**config.mk**
```make
export PLATFORM = sky130hd
export DESIGN_NAME = mic_indexer
export DESIGN_NICKNAME = d
export VERILOG_FILES = /design/src/rtl/mic_pkg.sv /design/src/rtl/mic_sine_lut.sv /design/src/rtl/mic_chopper.sv /design/src/rtl/mic_indexer.sv
export VERILOG_INCLUDE_DIRS = /design/src /design/src/rtl
export SDC_FILE = /design/constraint.sdc
export NUM_CORES = 1
export LEC_CHECK = 0
export ABC_AREA = 0
export BUFFER_PORTS_ARGS = -buffer_cell sky130_fd_sc_hd__buf_4
export CORE_UTILIZATION = 50
export DETAILED_ROUTE_END_ITERATION = 16
export PLACE_DENSITY = 0.78
export SLEW_MARGIN = 20
export SYNTH_ARGS = -nofsm -noshare
export SYNTH_HDL_FRONTEND = slang
export SYNTH_HIERARCHICAL = 1
export SYNTH_SLANG_ARGS = --single-unit
```
**constraint.sdc**
```tcl
create_clock -name aclk -period 22.6 [get_ports aclk]
set_clock_uncertainty 0.2 [all_clocks]
set_input_delay 1.13 -clock aclk [delete_from_list [all_inputs] [get_ports aclk]]
set_output_delay 1.13 -clock aclk [all_outputs]
set_load 0.05 [all_outputs]
```
**src/rtl/mic_defs.svh**
```systemverilog
// Constants for the microstep indexer and chopping reference block.
// Assumes a 25 MHz clock and a 32-bit AXI4-Lite register port.
`ifndef MIC_DEFS_SVH
`define MIC_DEFS_SVH

// ****************************************************************
// Register offsets (byte addresses)
// ****************************************************************
`define MIC_OFS_CTRL    8'h00
`define MIC_OFS_TORQUE  8'h04
`define MIC_OFS_OFF     8'h08
`define MIC_OFS_STATUS  8'h0c

// ****************************************************************
// Field positions and reset values
// ****************************************************************
`define MIC_CTRL_MODE_LSB   0
`define MIC_CTRL_INV_BIT    4
`define MIC_CTRL_GAIN_LSB   5
`define MIC_CTRL_SOFT_BIT   7
`define MIC_RST_MODE        4'h0
`define MIC_RST_TORQUE      8'hff
`define MIC_RST_OFF         8'h00
`define MIC_MODE_FINEST     4'h8
`define MIC_HOME_ANGLE      10'h080
`define MIC_RESP_OKAY       2'h0
`define MIC_RESP_SLVERR     2'h2

// ****************************************************************
// Timing
// ****************************************************************
`define MIC_CLK_NS          40
`define MIC_OFF_TIME_FIELD_UNIT_NS    500
`define MIC_OFF_TIME_FIELD_UNIT_CYC   ((`MIC_OFF_TIME_FIELD_UNIT_NS + `MIC_CLK_NS - 1) / `MIC_CLK_NS)

`endif

```
**src/rtl/mic_pkg.sv**
```systemverilog
// Types shared by the indexer, the sine table and the chopper.
// Assumes mic_defs.svh supplies the numeric constants.
package mic_pkg;

  // Chopper phases, one-hot
  typedef enum logic [1:0] {
    MIC_CHOP_ON  = 2'b01,
    MIC_CHOP_OFF = 2'b10
  } mic_chop_t;

  // Drive of one H-bridge winding
  typedef struct packed {
    logic first_hi;   // bridge_first_terminal positive
    logic second_hi;  // bridge_second_terminal positive
  } mic_drive_t;

  // Software control fields
  typedef struct packed {
    logic [1:0] gain;
    logic       invert;
    logic [3:0] mode;
  } mic_ctrl_t;

  // Signed table current of one winding
  typedef struct packed {
    logic       neg;
    logic [8:0] mag;
  } mic_cur_t;

endpackage : mic_pkg

```
**src/rtl/mic_sine_lut.sv**
```systemverilog
// Sine lookup: quarter-wave table at 32 states per cycle with interpolation.
// Assumes a 10-bit angle, 1024 units per electrical cycle; purely combinational.
`include "mic_defs.svh"
module mic_sine_lut
  import mic_pkg::*;
(
  input  wire logic [9:0] angle,  // Electrical angle
  output mic_cur_t        cur     // Signed table magnitude, 256 = 100 %
);

  // Table points every 11.25 degrees, 256 full scale
  function automatic logic [8:0] mic_tab(input logic [3:0] i);
    case (i)
      4'h0:    mic_tab = 9'h000;
      4'h1:    mic_tab = 9'h032;
      4'h2:    mic_tab = 9'h062;
      4'h3:    mic_tab = 9'h08e;
      4'h4:    mic_tab = 9'h0b5;
      4'h5:    mic_tab = 9'h0d5;
      4'h6:    mic_tab = 9'h0ed;
      4'h7:    mic_tab = 9'h0fb;
      default: mic_tab = 9'h100;
    endcase
  endfunction : mic_tab

  // Fold the quadrant; odd quadrants mirror the phase
  wire logic [8:0]  ph     = angle[8] ? 9'h100 - {1'b0, angle[7:0]} : {1'b0, angle[7:0]};
  wire logic [3:0]  idx    = ph[8:5];
  wire logic [8:0]  lo     = mic_tab(idx);
  wire logic [8:0]  hi     = mic_tab(idx + 4'h1);
  wire logic [13:0] step_f = 14'(hi - lo) * 14'(ph[4:0]);
  wire logic [8:0]  mag    = lo + step_f[13:5];

  // Second half-cycle (angle[9] set) is negative; zero is never negative
  assign cur.mag = mag;
  assign cur.neg = angle[9] && (mag != 9'h000);

endmodule : mic_sine_lut

```
**src/rtl/mic_chopper.sv**
```systemverilog
// Fixed off-time PWM chopper for one winding.
// Assumes a 520 ns tick enable and a synchronised sense code on the same clock.
`include "mic_defs.svh"
module mic_chopper
  import mic_pkg::*;
(
  input  wire logic       aclk,      // Clock
  input  wire logic       rst_n,     // Sync reset, active low
  input  wire logic       tick,      // One pulse per off-time unit
  input  wire logic [7:0] off_time,  // Off time in units, minus one
  input  wire mic_cur_t   ref_cur,   // Scaled reference and polarity
  input  wire logic [9:0] sense,     // Sense-resistor voltage code
  input  wire logic [5:0] gain,      // Amplifier gain
  output mic_drive_t      drive,     // Registered bridge drive
  output mic_chop_t       phase      // Current chopper phase
);

  logic [8:0] left;
  mic_chop_t  next_phase;

  // Amplified sense against the reference
  wire logic [15:0] amp   = 16'(sense) * 16'(gain);
  wire logic        trip  = amp >= {7'h00, ref_cur.mag};
  wire logic        done  = tick && (left == 9'h000);

  // off-time sequencing
  always_comb begin
    case (phase)
      MIC_CHOP_ON:  next_phase = trip ? MIC_CHOP_OFF : MIC_CHOP_ON;
      MIC_CHOP_OFF: next_phase = done ? MIC_CHOP_ON : MIC_CHOP_OFF;
      default:      next_phase = MIC_CHOP_ON;
    endcase
  end

  // Phase, off counter and drive; unit count is off_time + 1
  always_ff @(posedge aclk) begin
    if (!rst_n) begin
      phase <= MIC_CHOP_ON;
      left  <= 9'h000;
      drive <= '0;
    end else begin
      phase <= next_phase;
      if (phase == MIC_CHOP_ON && trip)
        left <= {1'b0, off_time};
      else if (tick && left != 9'h000)
        left <= left - 9'h001;
      // positive current drives the first terminal
      drive.first_hi  <= (next_phase == MIC_CHOP_ON) && !ref_cur.neg;
      drive.second_hi <= (next_phase == MIC_CHOP_ON) && ref_cur.neg;
    end
  end

endmodule : mic_chopper

```
**src/rtl/mic_indexer.sv**
```systemverilog
// Microstep indexer with torque-scaled chopping reference and AXI4-Lite registers.
// Assumes step, heading, clear and sense inputs are asynchronous to aclk.
//
// Contract
// Winding A target is the sine and winding B target the cosine of the angle.
// Power-up or the clear pin puts the indexer at 45 degrees, both windings at 71 percent.
// Each step rising edge or each soft-advance write of one advances one state.
// Heading high with invert 0, or low with invert 1, steps forward; otherwise reverse.
// Positive table current drives the first terminal positive against the second.
// After a resolution change the next step lands on the next state valid for it.
// Eighth step has 32 states per cycle; coarser ones use subsets, finer ones the same pattern.
// At the chopping threshold the bridge is off for 500 ns to 128 us, then a new cycle starts; the code gives one cycle up to 256 units of 520 ns.
// Threshold is sense voltage times amplifier gain compared with the reference.
// Reference is the table output times the current scale, on a 2.75 V full-scale converter.
// The gain field selects 5, 10, 20 or 40, with 0 meaning 5.
// A four-bit field selects full step at 0000 down to 1/256 step at 1000.
// Position wraps modulo one electrical cycle in both directions.
// Reference scales linearly with the eight-bit current scale over 256.
`include "mic_defs.svh"
module mic_indexer
  import mic_pkg::*;
(
  input  wire logic        aclk,              // Clock, 25 MHz
  input  wire logic        aresetn,           // Sync reset, active low
  input  wire logic [7:0]  s_axi_awaddr,      // Write address
  input  wire logic        s_axi_awvalid,     // Write address valid
  output logic             s_axi_awready,     // Write address ready
  input  wire logic [31:0] s_axi_wdata,       // Write data
  input  wire logic [3:0]  s_axi_wstrb,       // Write strobes
  input  wire logic        s_axi_wvalid,      // Write data valid
  output logic             s_axi_wready,      // Write data ready
  output logic [1:0]       s_axi_bresp,       // Write response
  output logic             s_axi_bvalid,      // Write response valid
  input  wire logic        s_axi_bready,      // Write response ready
  input  wire logic [7:0]  s_axi_araddr,      // Read address
  input  wire logic        s_axi_arvalid,     // Read address valid
  output logic             s_axi_arready,     // Read address ready
  output logic [31:0]      s_axi_rdata,       // Read data
  output logic [1:0]       s_axi_rresp,       // Read response
  output logic             s_axi_rvalid,      // Read data valid
  input  wire logic        s_axi_rready,      // Read data ready
  input  wire logic        step_pin,          // Step input
  input  wire logic        heading_pin,       // Direction input
  input  wire logic        chip_clear_pin_n,  // Chip reset pin, active low
  input  wire logic [9:0]  sense_a_code,      // Winding A sense_resistor_pins code
  input  wire logic [9:0]  sense_b_code,      // Winding B sense_resistor_pins code
  output mic_drive_t       winding_a_output,  // Winding A bridge drive
  output mic_drive_t       winding_b_output,  // Winding B bridge drive
  output logic [8:0]       ref_a,             // Winding A reference code
  output logic [8:0]       ref_b              // Winding B reference code
);

  // ****************************************************************
  // Input synchronisers
  // ****************************************************************
  logic [2:0]  sync1;
  logic [2:0]  sync2;
  logic        step_d;
  logic [9:0]  sns_a1;
  logic [9:0]  sns_a2;
  logic [9:0]  sns_b1;
  logic [9:0]  sns_b2;

  // Two flops for each pin; sense codes assumed slow against the clock
  always_ff @(posedge aclk) begin
    if (!aresetn) begin
      sync1  <= 3'h4;
      sync2  <= 3'h4;
      step_d <= 1'b0;
      sns_a1 <= 10'h000;
      sns_a2 <= 10'h000;
      sns_b1 <= 10'h000;
      sns_b2 <= 10'h000;
    end else begin
      sync1  <= {chip_clear_pin_n, heading_pin, step_pin};
      sync2  <= sync1;
      step_d <= sync2[0];
      sns_a1 <= sense_a_code;
      sns_a2 <= sns_a1;
      sns_b1 <= sense_b_code;
      sns_b2 <= sns_b1;
    end
  end

  wire logic step_s   = sync2[0];
  wire logic head_s   = sync2[1];
  wire logic clear_s  = !sync2[2];
  wire logic step_up  = step_s && !step_d;
  wire logic blk_rstn = aresetn && !clear_s;

  // ****************************************************************
  // Register file
  // ****************************************************************
  mic_ctrl_t   ctrl;
  logic [7:0]  torque;
  logic [7:0]  off_time;
  logic        soft_pulse;
  logic        aw_held;
  logic        w_held;
  logic [7:0]  aw_addr;
  logic [31:0] w_data;
  logic [3:0]  w_strb;
  logic [9:0]  angle;

  // Handshake: one write and one read in flight
  assign s_axi_awready = !aw_held && !s_axi_bvalid;
  assign s_axi_wready  = !w_held && !s_axi_bvalid;
  assign s_axi_arready = !s_axi_rvalid;

  wire logic aw_take = s_axi_awvalid && s_axi_awready;
  wire logic w_take  = s_axi_wvalid && s_axi_wready;
  wire logic [7:0]  wa   = aw_held ? aw_addr : s_axi_awaddr;
  wire logic [31:0] wd   = w_held ? w_data : s_axi_wdata;
  wire logic [3:0]  ws   = w_held ? w_strb : s_axi_wstrb;
  wire logic do_wr       = (aw_held || aw_take) && (w_held || w_take) && !s_axi_bvalid;
  wire logic wr_ctrl     = do_wr && ws[0] && (wa == `MIC_OFS_CTRL);
  wire logic wr_torque   = do_wr && ws[0] && (wa == `MIC_OFS_TORQUE);
  wire logic wr_off      = do_wr && ws[0] && (wa == `MIC_OFS_OFF);
  wire logic wr_mapped   = (wa == `MIC_OFS_CTRL) || (wa == `MIC_OFS_TORQUE) || (wa == `MIC_OFS_OFF);
  wire logic rd_mapped   = (s_axi_araddr == `MIC_OFS_CTRL) || (s_axi_araddr == `MIC_OFS_TORQUE) ||
                           (s_axi_araddr == `MIC_OFS_OFF) || (s_axi_araddr == `MIC_OFS_STATUS);

  // Write channel capture and response
  always_ff @(posedge aclk) begin
    if (!aresetn) begin
      aw_held      <= 1'b0;
      w_held       <= 1'b0;
      aw_addr      <= 8'h00;
      w_data       <= 32'h0000_0000;
      w_strb       <= 4'h0;
      s_axi_bvalid <= 1'b0;
      s_axi_bresp  <= `MIC_RESP_OKAY;
    end else if (do_wr) begin
      aw_held      <= 1'b0;
      w_held       <= 1'b0;
      s_axi_bvalid <= 1'b1;
      s_axi_bresp  <= wr_mapped ? `MIC_RESP_OKAY : `MIC_RESP_SLVERR;
    end else begin
      if (aw_take) begin
        aw_held <= 1'b1;
        aw_addr <= s_axi_awaddr;
      end
      if (w_take) begin
        w_held <= 1'b1;
        w_data <= s_axi_wdata;
        w_strb <= s_axi_wstrb;
      end
      if (s_axi_bready)
        s_axi_bvalid <= 1'b0;
    end
  end

  // Control registers; the soft-advance bit is a pulse and reads zero
  always_ff @(posedge aclk) begin
    if (!aresetn) begin
      ctrl       <= '{gain: 2'h0, invert: 1'b0, mode: `MIC_RST_MODE};
      torque     <= `MIC_RST_TORQUE;
      off_time   <= `MIC_RST_OFF;
      soft_pulse <= 1'b0;
    end else begin
      soft_pulse <= wr_ctrl && wd[`MIC_CTRL_SOFT_BIT];
      if (wr_ctrl)
        ctrl <= wd[6:0];
      if (wr_torque)
        torque <= wd[7:0];
      if (wr_off)
        off_time <= wd[7:0];
    end
  end

  // Read data mux
  wire logic [31:0] rd_word =
    (s_axi_araddr == `MIC_OFS_CTRL)   ? {25'h0, ctrl} :
    (s_axi_araddr == `MIC_OFS_TORQUE) ? {24'h0, torque} :
    (s_axi_araddr == `MIC_OFS_OFF)    ? {24'h0, off_time} :
    (s_axi_araddr == `MIC_OFS_STATUS) ? {4'h0, ref_b, ref_a, angle} : 32'h0000_0000;

  // Read answer one cycle after the address is taken
  always_ff @(posedge aclk) begin
    if (!aresetn) begin
      s_axi_rvalid <= 1'b0;
      s_axi_rdata  <= 32'h0000_0000;
      s_axi_rresp  <= `MIC_RESP_OKAY;
    end else if (s_axi_arvalid && s_axi_arready) begin
      s_axi_rvalid <= 1'b1;
      s_axi_rdata  <= rd_word;
      s_axi_rresp  <= rd_mapped ? `MIC_RESP_OKAY : `MIC_RESP_SLVERR;
    end else if (s_axi_rready) begin
      s_axi_rvalid <= 1'b0;
    end
  end

  // ****************************************************************
  // Indexer
  // ****************************************************************
  // step size in 1/1024-cycle units; codes above 1000 act as 1/256
  function automatic logic [9:0] mic_step_size(input logic [3:0] mode);
    logic [3:0] m;
    m = (mode > `MIC_MODE_FINEST) ? `MIC_MODE_FINEST : mode;
    mic_step_size = 10'(10'h100 >> m);
  endfunction : mic_step_size

  // R07 1024 units per cycle; eighth step lands on every 32nd unit
  wire logic [9:0] inc      = mic_step_size(ctrl.mode);
  // Full step sits on the diagonals, half a step off the zero grid
  wire logic [9:0] grid_ofs = (ctrl.mode == 4'h0) ? 10'h080 : 10'h000;
  wire logic [9:0] aligned  = ((angle - grid_ofs) & ~(inc - 10'h001)) + grid_ofs;
  // heading pin combined with invert bit
  wire logic       forward  = head_s ^ ctrl.invert;
  // pin edge or software write advances once
  wire logic       advance  = step_up || soft_pulse;
  // snap to the new grid, wrapping in 10 bits
  wire logic [9:0] next_angle = forward ? aligned + inc :
                                (aligned != angle) ? aligned : angle - inc;

  // home state after power-up or the clear pin
  always_ff @(posedge aclk) begin
    if (!blk_rstn)
      angle <= `MIC_HOME_ANGLE;
    else if (advance)
      angle <= next_angle;
  end

  // ****************************************************************
  // Reference and chopping
  // ****************************************************************
  mic_cur_t  tab_a;
  mic_cur_t  tab_b;
  mic_cur_t  cur_a;
  mic_cur_t  cur_b;
  mic_chop_t phase_a;
  mic_chop_t phase_b;
  logic [3:0] unit_cnt;

  // sine for A, cosine for B by a quarter-cycle shift
  mic_sine_lut u_sin_a (
    .angle (angle),
    .cur   (tab_a)
  );
  mic_sine_lut u_sin_b (
    .angle (angle + 10'h100),
    .cur   (tab_b)
  );

  // table times current scale over 256; 256 codes span 2.75 V
  wire logic [16:0] prod_a = 17'(tab_a.mag) * 17'(torque);
  wire logic [16:0] prod_b = 17'(tab_b.mag) * 17'(torque);
  assign cur_a = '{neg: tab_a.neg, mag: prod_a[16:8]};
  assign cur_b = '{neg: tab_b.neg, mag: prod_b[16:8]};

  // gain 5 shifted by the field
  function automatic logic [5:0] mic_gain(input logic [1:0] f);
    mic_gain = 6'(6'h05 << f);
  endfunction : mic_gain

  // Off-time unit divider; 500 ns rounds up to whole cycles
  localparam logic [3:0] UNIT_LAST = 4'(`MIC_OFF_TIME_FIELD_UNIT_CYC - 1);
  wire logic tick = (unit_cnt == UNIT_LAST);
  always_ff @(posedge aclk) begin
    if (!aresetn)
      unit_cnt <= 4'h0;
    else
      unit_cnt <= tick ? 4'h0 : unit_cnt + 4'h1;
  end

  // each winding compares amplified sense with its reference
  mic_chopper u_chop_a (
    .aclk     (aclk),
    .rst_n    (blk_rstn),
    .tick     (tick),
    .off_time (off_time),
    .ref_cur  (cur_a),
    .sense    (sns_a2),
    .gain     (mic_gain(ctrl.gain)),
    .drive    (winding_a_output),
    .phase    (phase_a)
  );
  mic_chopper u_chop_b (
    .aclk     (aclk),
    .rst_n    (blk_rstn),
    .tick     (tick),
    .off_time (off_time),
    .ref_cur  (cur_b),
    .sense    (sns_b2),
    .gain     (mic_gain(ctrl.gain)),
    .drive    (winding_b_output),
    .phase    (phase_b)
  );

  // Reference codes registered for the converter
  always_ff @(posedge aclk) begin
    if (!aresetn) begin
      ref_a <= 9'h000;
      ref_b <= 9'h000;
    end else begin
      ref_a <= cur_a.mag;
      ref_b <= cur_b.mag;
    end
  end
endmodule : mic_indexer

```
==> flow_summary.toml <==
[clocking]
htreeDepth = 4
post_cts_resized = 0
cts_hold_buf = 0
post_cts_buffers = 0
clkSinkCount = 180
clk_latency_ns = 0.49
clockBufferDepth = 2
numCtsBuffers = 17
clk_pin_slew_ns = 0.08
cts_tree = "yes"
root_buffer = "clkbuf_16"

[place]
gp_congestion = 0.916
io_buffers = 111
dp_slack_ns = 6.95
hpwl_mm = 42.6
dpl_cell_area_um2 = 23500

[die]
io_pins = 145
start_util = 0.511
fp.dieH_um = 213
die_area_um2 = 45200
rows = 76
die_x_um = 213
coreArea_um2 = 43500

[critical_path]
worstPathRequired_ns = 22.82
slowest_stage = "dfxtp_1"
cp-end-kind = "flip-flop"
critPathBufInv = 7
critPathKind = "flip-flop to flip-flop"
critPathMaxFanout = 21
worstPathArrival_ns = 16.22
cp_top_family = "adder cells"
cp-start-kind = "flip-flop"
slowest_delay_ns = 0.81

[yosys]
syn_inst = 2604
ys_ff_latch = 180
synth.yosys.warnings = 6
postSynthAreaPerCell_um2 = 8.52
synth-edff-count = 0
ys_top_cells_by_count = "373 x inv_1, 261 x ha_1, 235 x and2_1, 212 x nor2_1, 207 x fa_1"
yosys.cell_count.top_type = "inv_1"
yosys-top-cells-area = "fa_1 19%, dfxtp_1 16%, ha_1 15%"
synth_top_area_frac = 0.187
ys.flop_type = "dfxtp_1"
yosys.area.top_type = "fa_1"
synthesis.area_um2 = 22200
yosysUniqueCellTypes = 92
async_flop_share = 0
ys_seq_area_frac = 0.162

[sta]
finalCriticalPeriod_ns = 15.99
worst_pin_slew_ns = 1.11
slew_violations = 0
rsz0062_at_grt = "no"
fmax_ghz = 0.0625
fin_crit_sh = 0.708
setup_viol = 0
relSlewSlack = 0.253
final.setup.worst_slack_ns = 6.61
hold_viol = 0
setup_tns_ns = 0

[drt]
viasPerCell = 5.60
wirelength_mm = 54.6
wl_per_cell_um = 16.7
drc_errors = 0
drt_iter0_drc = 1199
final_antenna_net_count = 0
dr.pass1.iters = 5
num_vias = 18341

[finish]
area_growth_pct = 8.75
stdcell_area_um2 = 24100
drive_gt1_frac = 0.0876
antenna-diode-count = 0
nets = 3230

[flow_run]
drv_cap = 0

[grt]
grt_pass1_wl_mm = 90.1
grt_pass1_vias = 18473
antenna_found_initial = 0
grt_max_degree = 77
grt_overflow = 0
grt_usage = 0.249

[worst_hold_path]
min_path_type = "flip-flop to flip-flop"

[status]
status = "finished, final reports clean"
[layout make-up]
cell class	instances	area (µm²)
Fill cell	3950	19300
Multi-Input combinational cell	1974	16800
Sequential cell	180	3600
Inverter	381	1430
Timing Repair Buffer	126	946
Tap cell	585	732
Clock buffer	19	443
Clock inverter	13	136
[through the flow]
| stage | std cells | hold slack (ns) | util |
|---|---|---|---|
| 2_1_floorplan | 2610 | 0.186 | - |
| 3_3_place_gp | 3246 | 0.214 | 0.542 |
| 3_5_place_dp | 3246 | 0.219 | 0.542 |
| 4_1_cts | 3278 | 0.236 | 0.555 |
| 5_1_grt | 3278 | 0.241 | 0.555 |
| 6_report | 3278 | 0.234 | 0.555 |
[sequential cells by signal, indices dropped and copies added (netlist names), 2 cells and up]
name,cells
off_time,8
u_chop_a/drive,2
sns_a1,10
unit_cnt,4
u_chop_a/left,9
w_data,8
ref_b,9
u_chop_a/phase,2
angle,10
sns_b2,10
u_chop_b/drive,2
sync2,3
ctrl,7
u_chop_b/left,9
sns_a2,10
sync1,3
aw_addr,8
u_chop_b/phase,2
ref_a,9
s_axi_rdata,28
torque,8
sns_b1,10
[worst paths after layout]
check,end,slack (ns),cells after the start,startpoint
hold reg to reg,sns_a2[6]$_SDFF_PN0_,0.23,1,sns_a1[6]$_SDFF_PN0_
hold / removal,sns_a2[6]$_SDFF_PN0_,0.23,1,sns_a1[6]$_SDFF_PN0_
setup / recovery,u_chop_a/left[8]$_SDFFE_PP0P_,6.61,58,angle[1]$_SDFFE_PN0P_
setup reg to reg,u_chop_a/left[8]$_SDFFE_PP0P_,6.61,58,angle[1]$_SDFFE_PN0P_
[kinds of logic after synthesis]
logic type / Yosys count / synth area share
and+or+nand+nor: 892 / 0.208
muxes: 65 / 0.0311
xor gates and xnor gates: 125 / 0.0500
adders and majority gates: 468 / 0.334
other: 3 / 0.000507
AOI/OAI and AO/OA: 415 / 0.134
DFF: 180 / 0.162
buffers and inverters: 456 / 0.0800
[cell usage in the layout, fill, tap and decap left out, drive strengths merged, types with 47 or more instances in the layout]
| cell | Yosys | layout |
|---|---|---|
| xnor2 | 86 | 86 |
| nor2 | 214 | 214 |
| a21oi | 92 | 92 |
| ha | 261 | 261 |
| nand2 | 204 | 204 |
| fa | 207 | 207 |
| inv | 379 | 385 |
| o21ai | 82 | 82 |
| a211oi | 47 | 47 |
| buf | 20 | 126 |
| dfxtp | 180 | 180 |
| and2 | 235 | 235 |
[metal layers]
layer  global-route usage  wire (µm)  up-vias
met4               0.0923       1300        0
li1                     -          -     8750
met2                0.419      26200      581
met3               0.0347       3230       79
met5                    0          0        -
met1                0.325      23900     8931
Power is left out: the tool's default activity adds up to more than one toggle a clock period on the data nets, which glitch-free logic cannot reach.
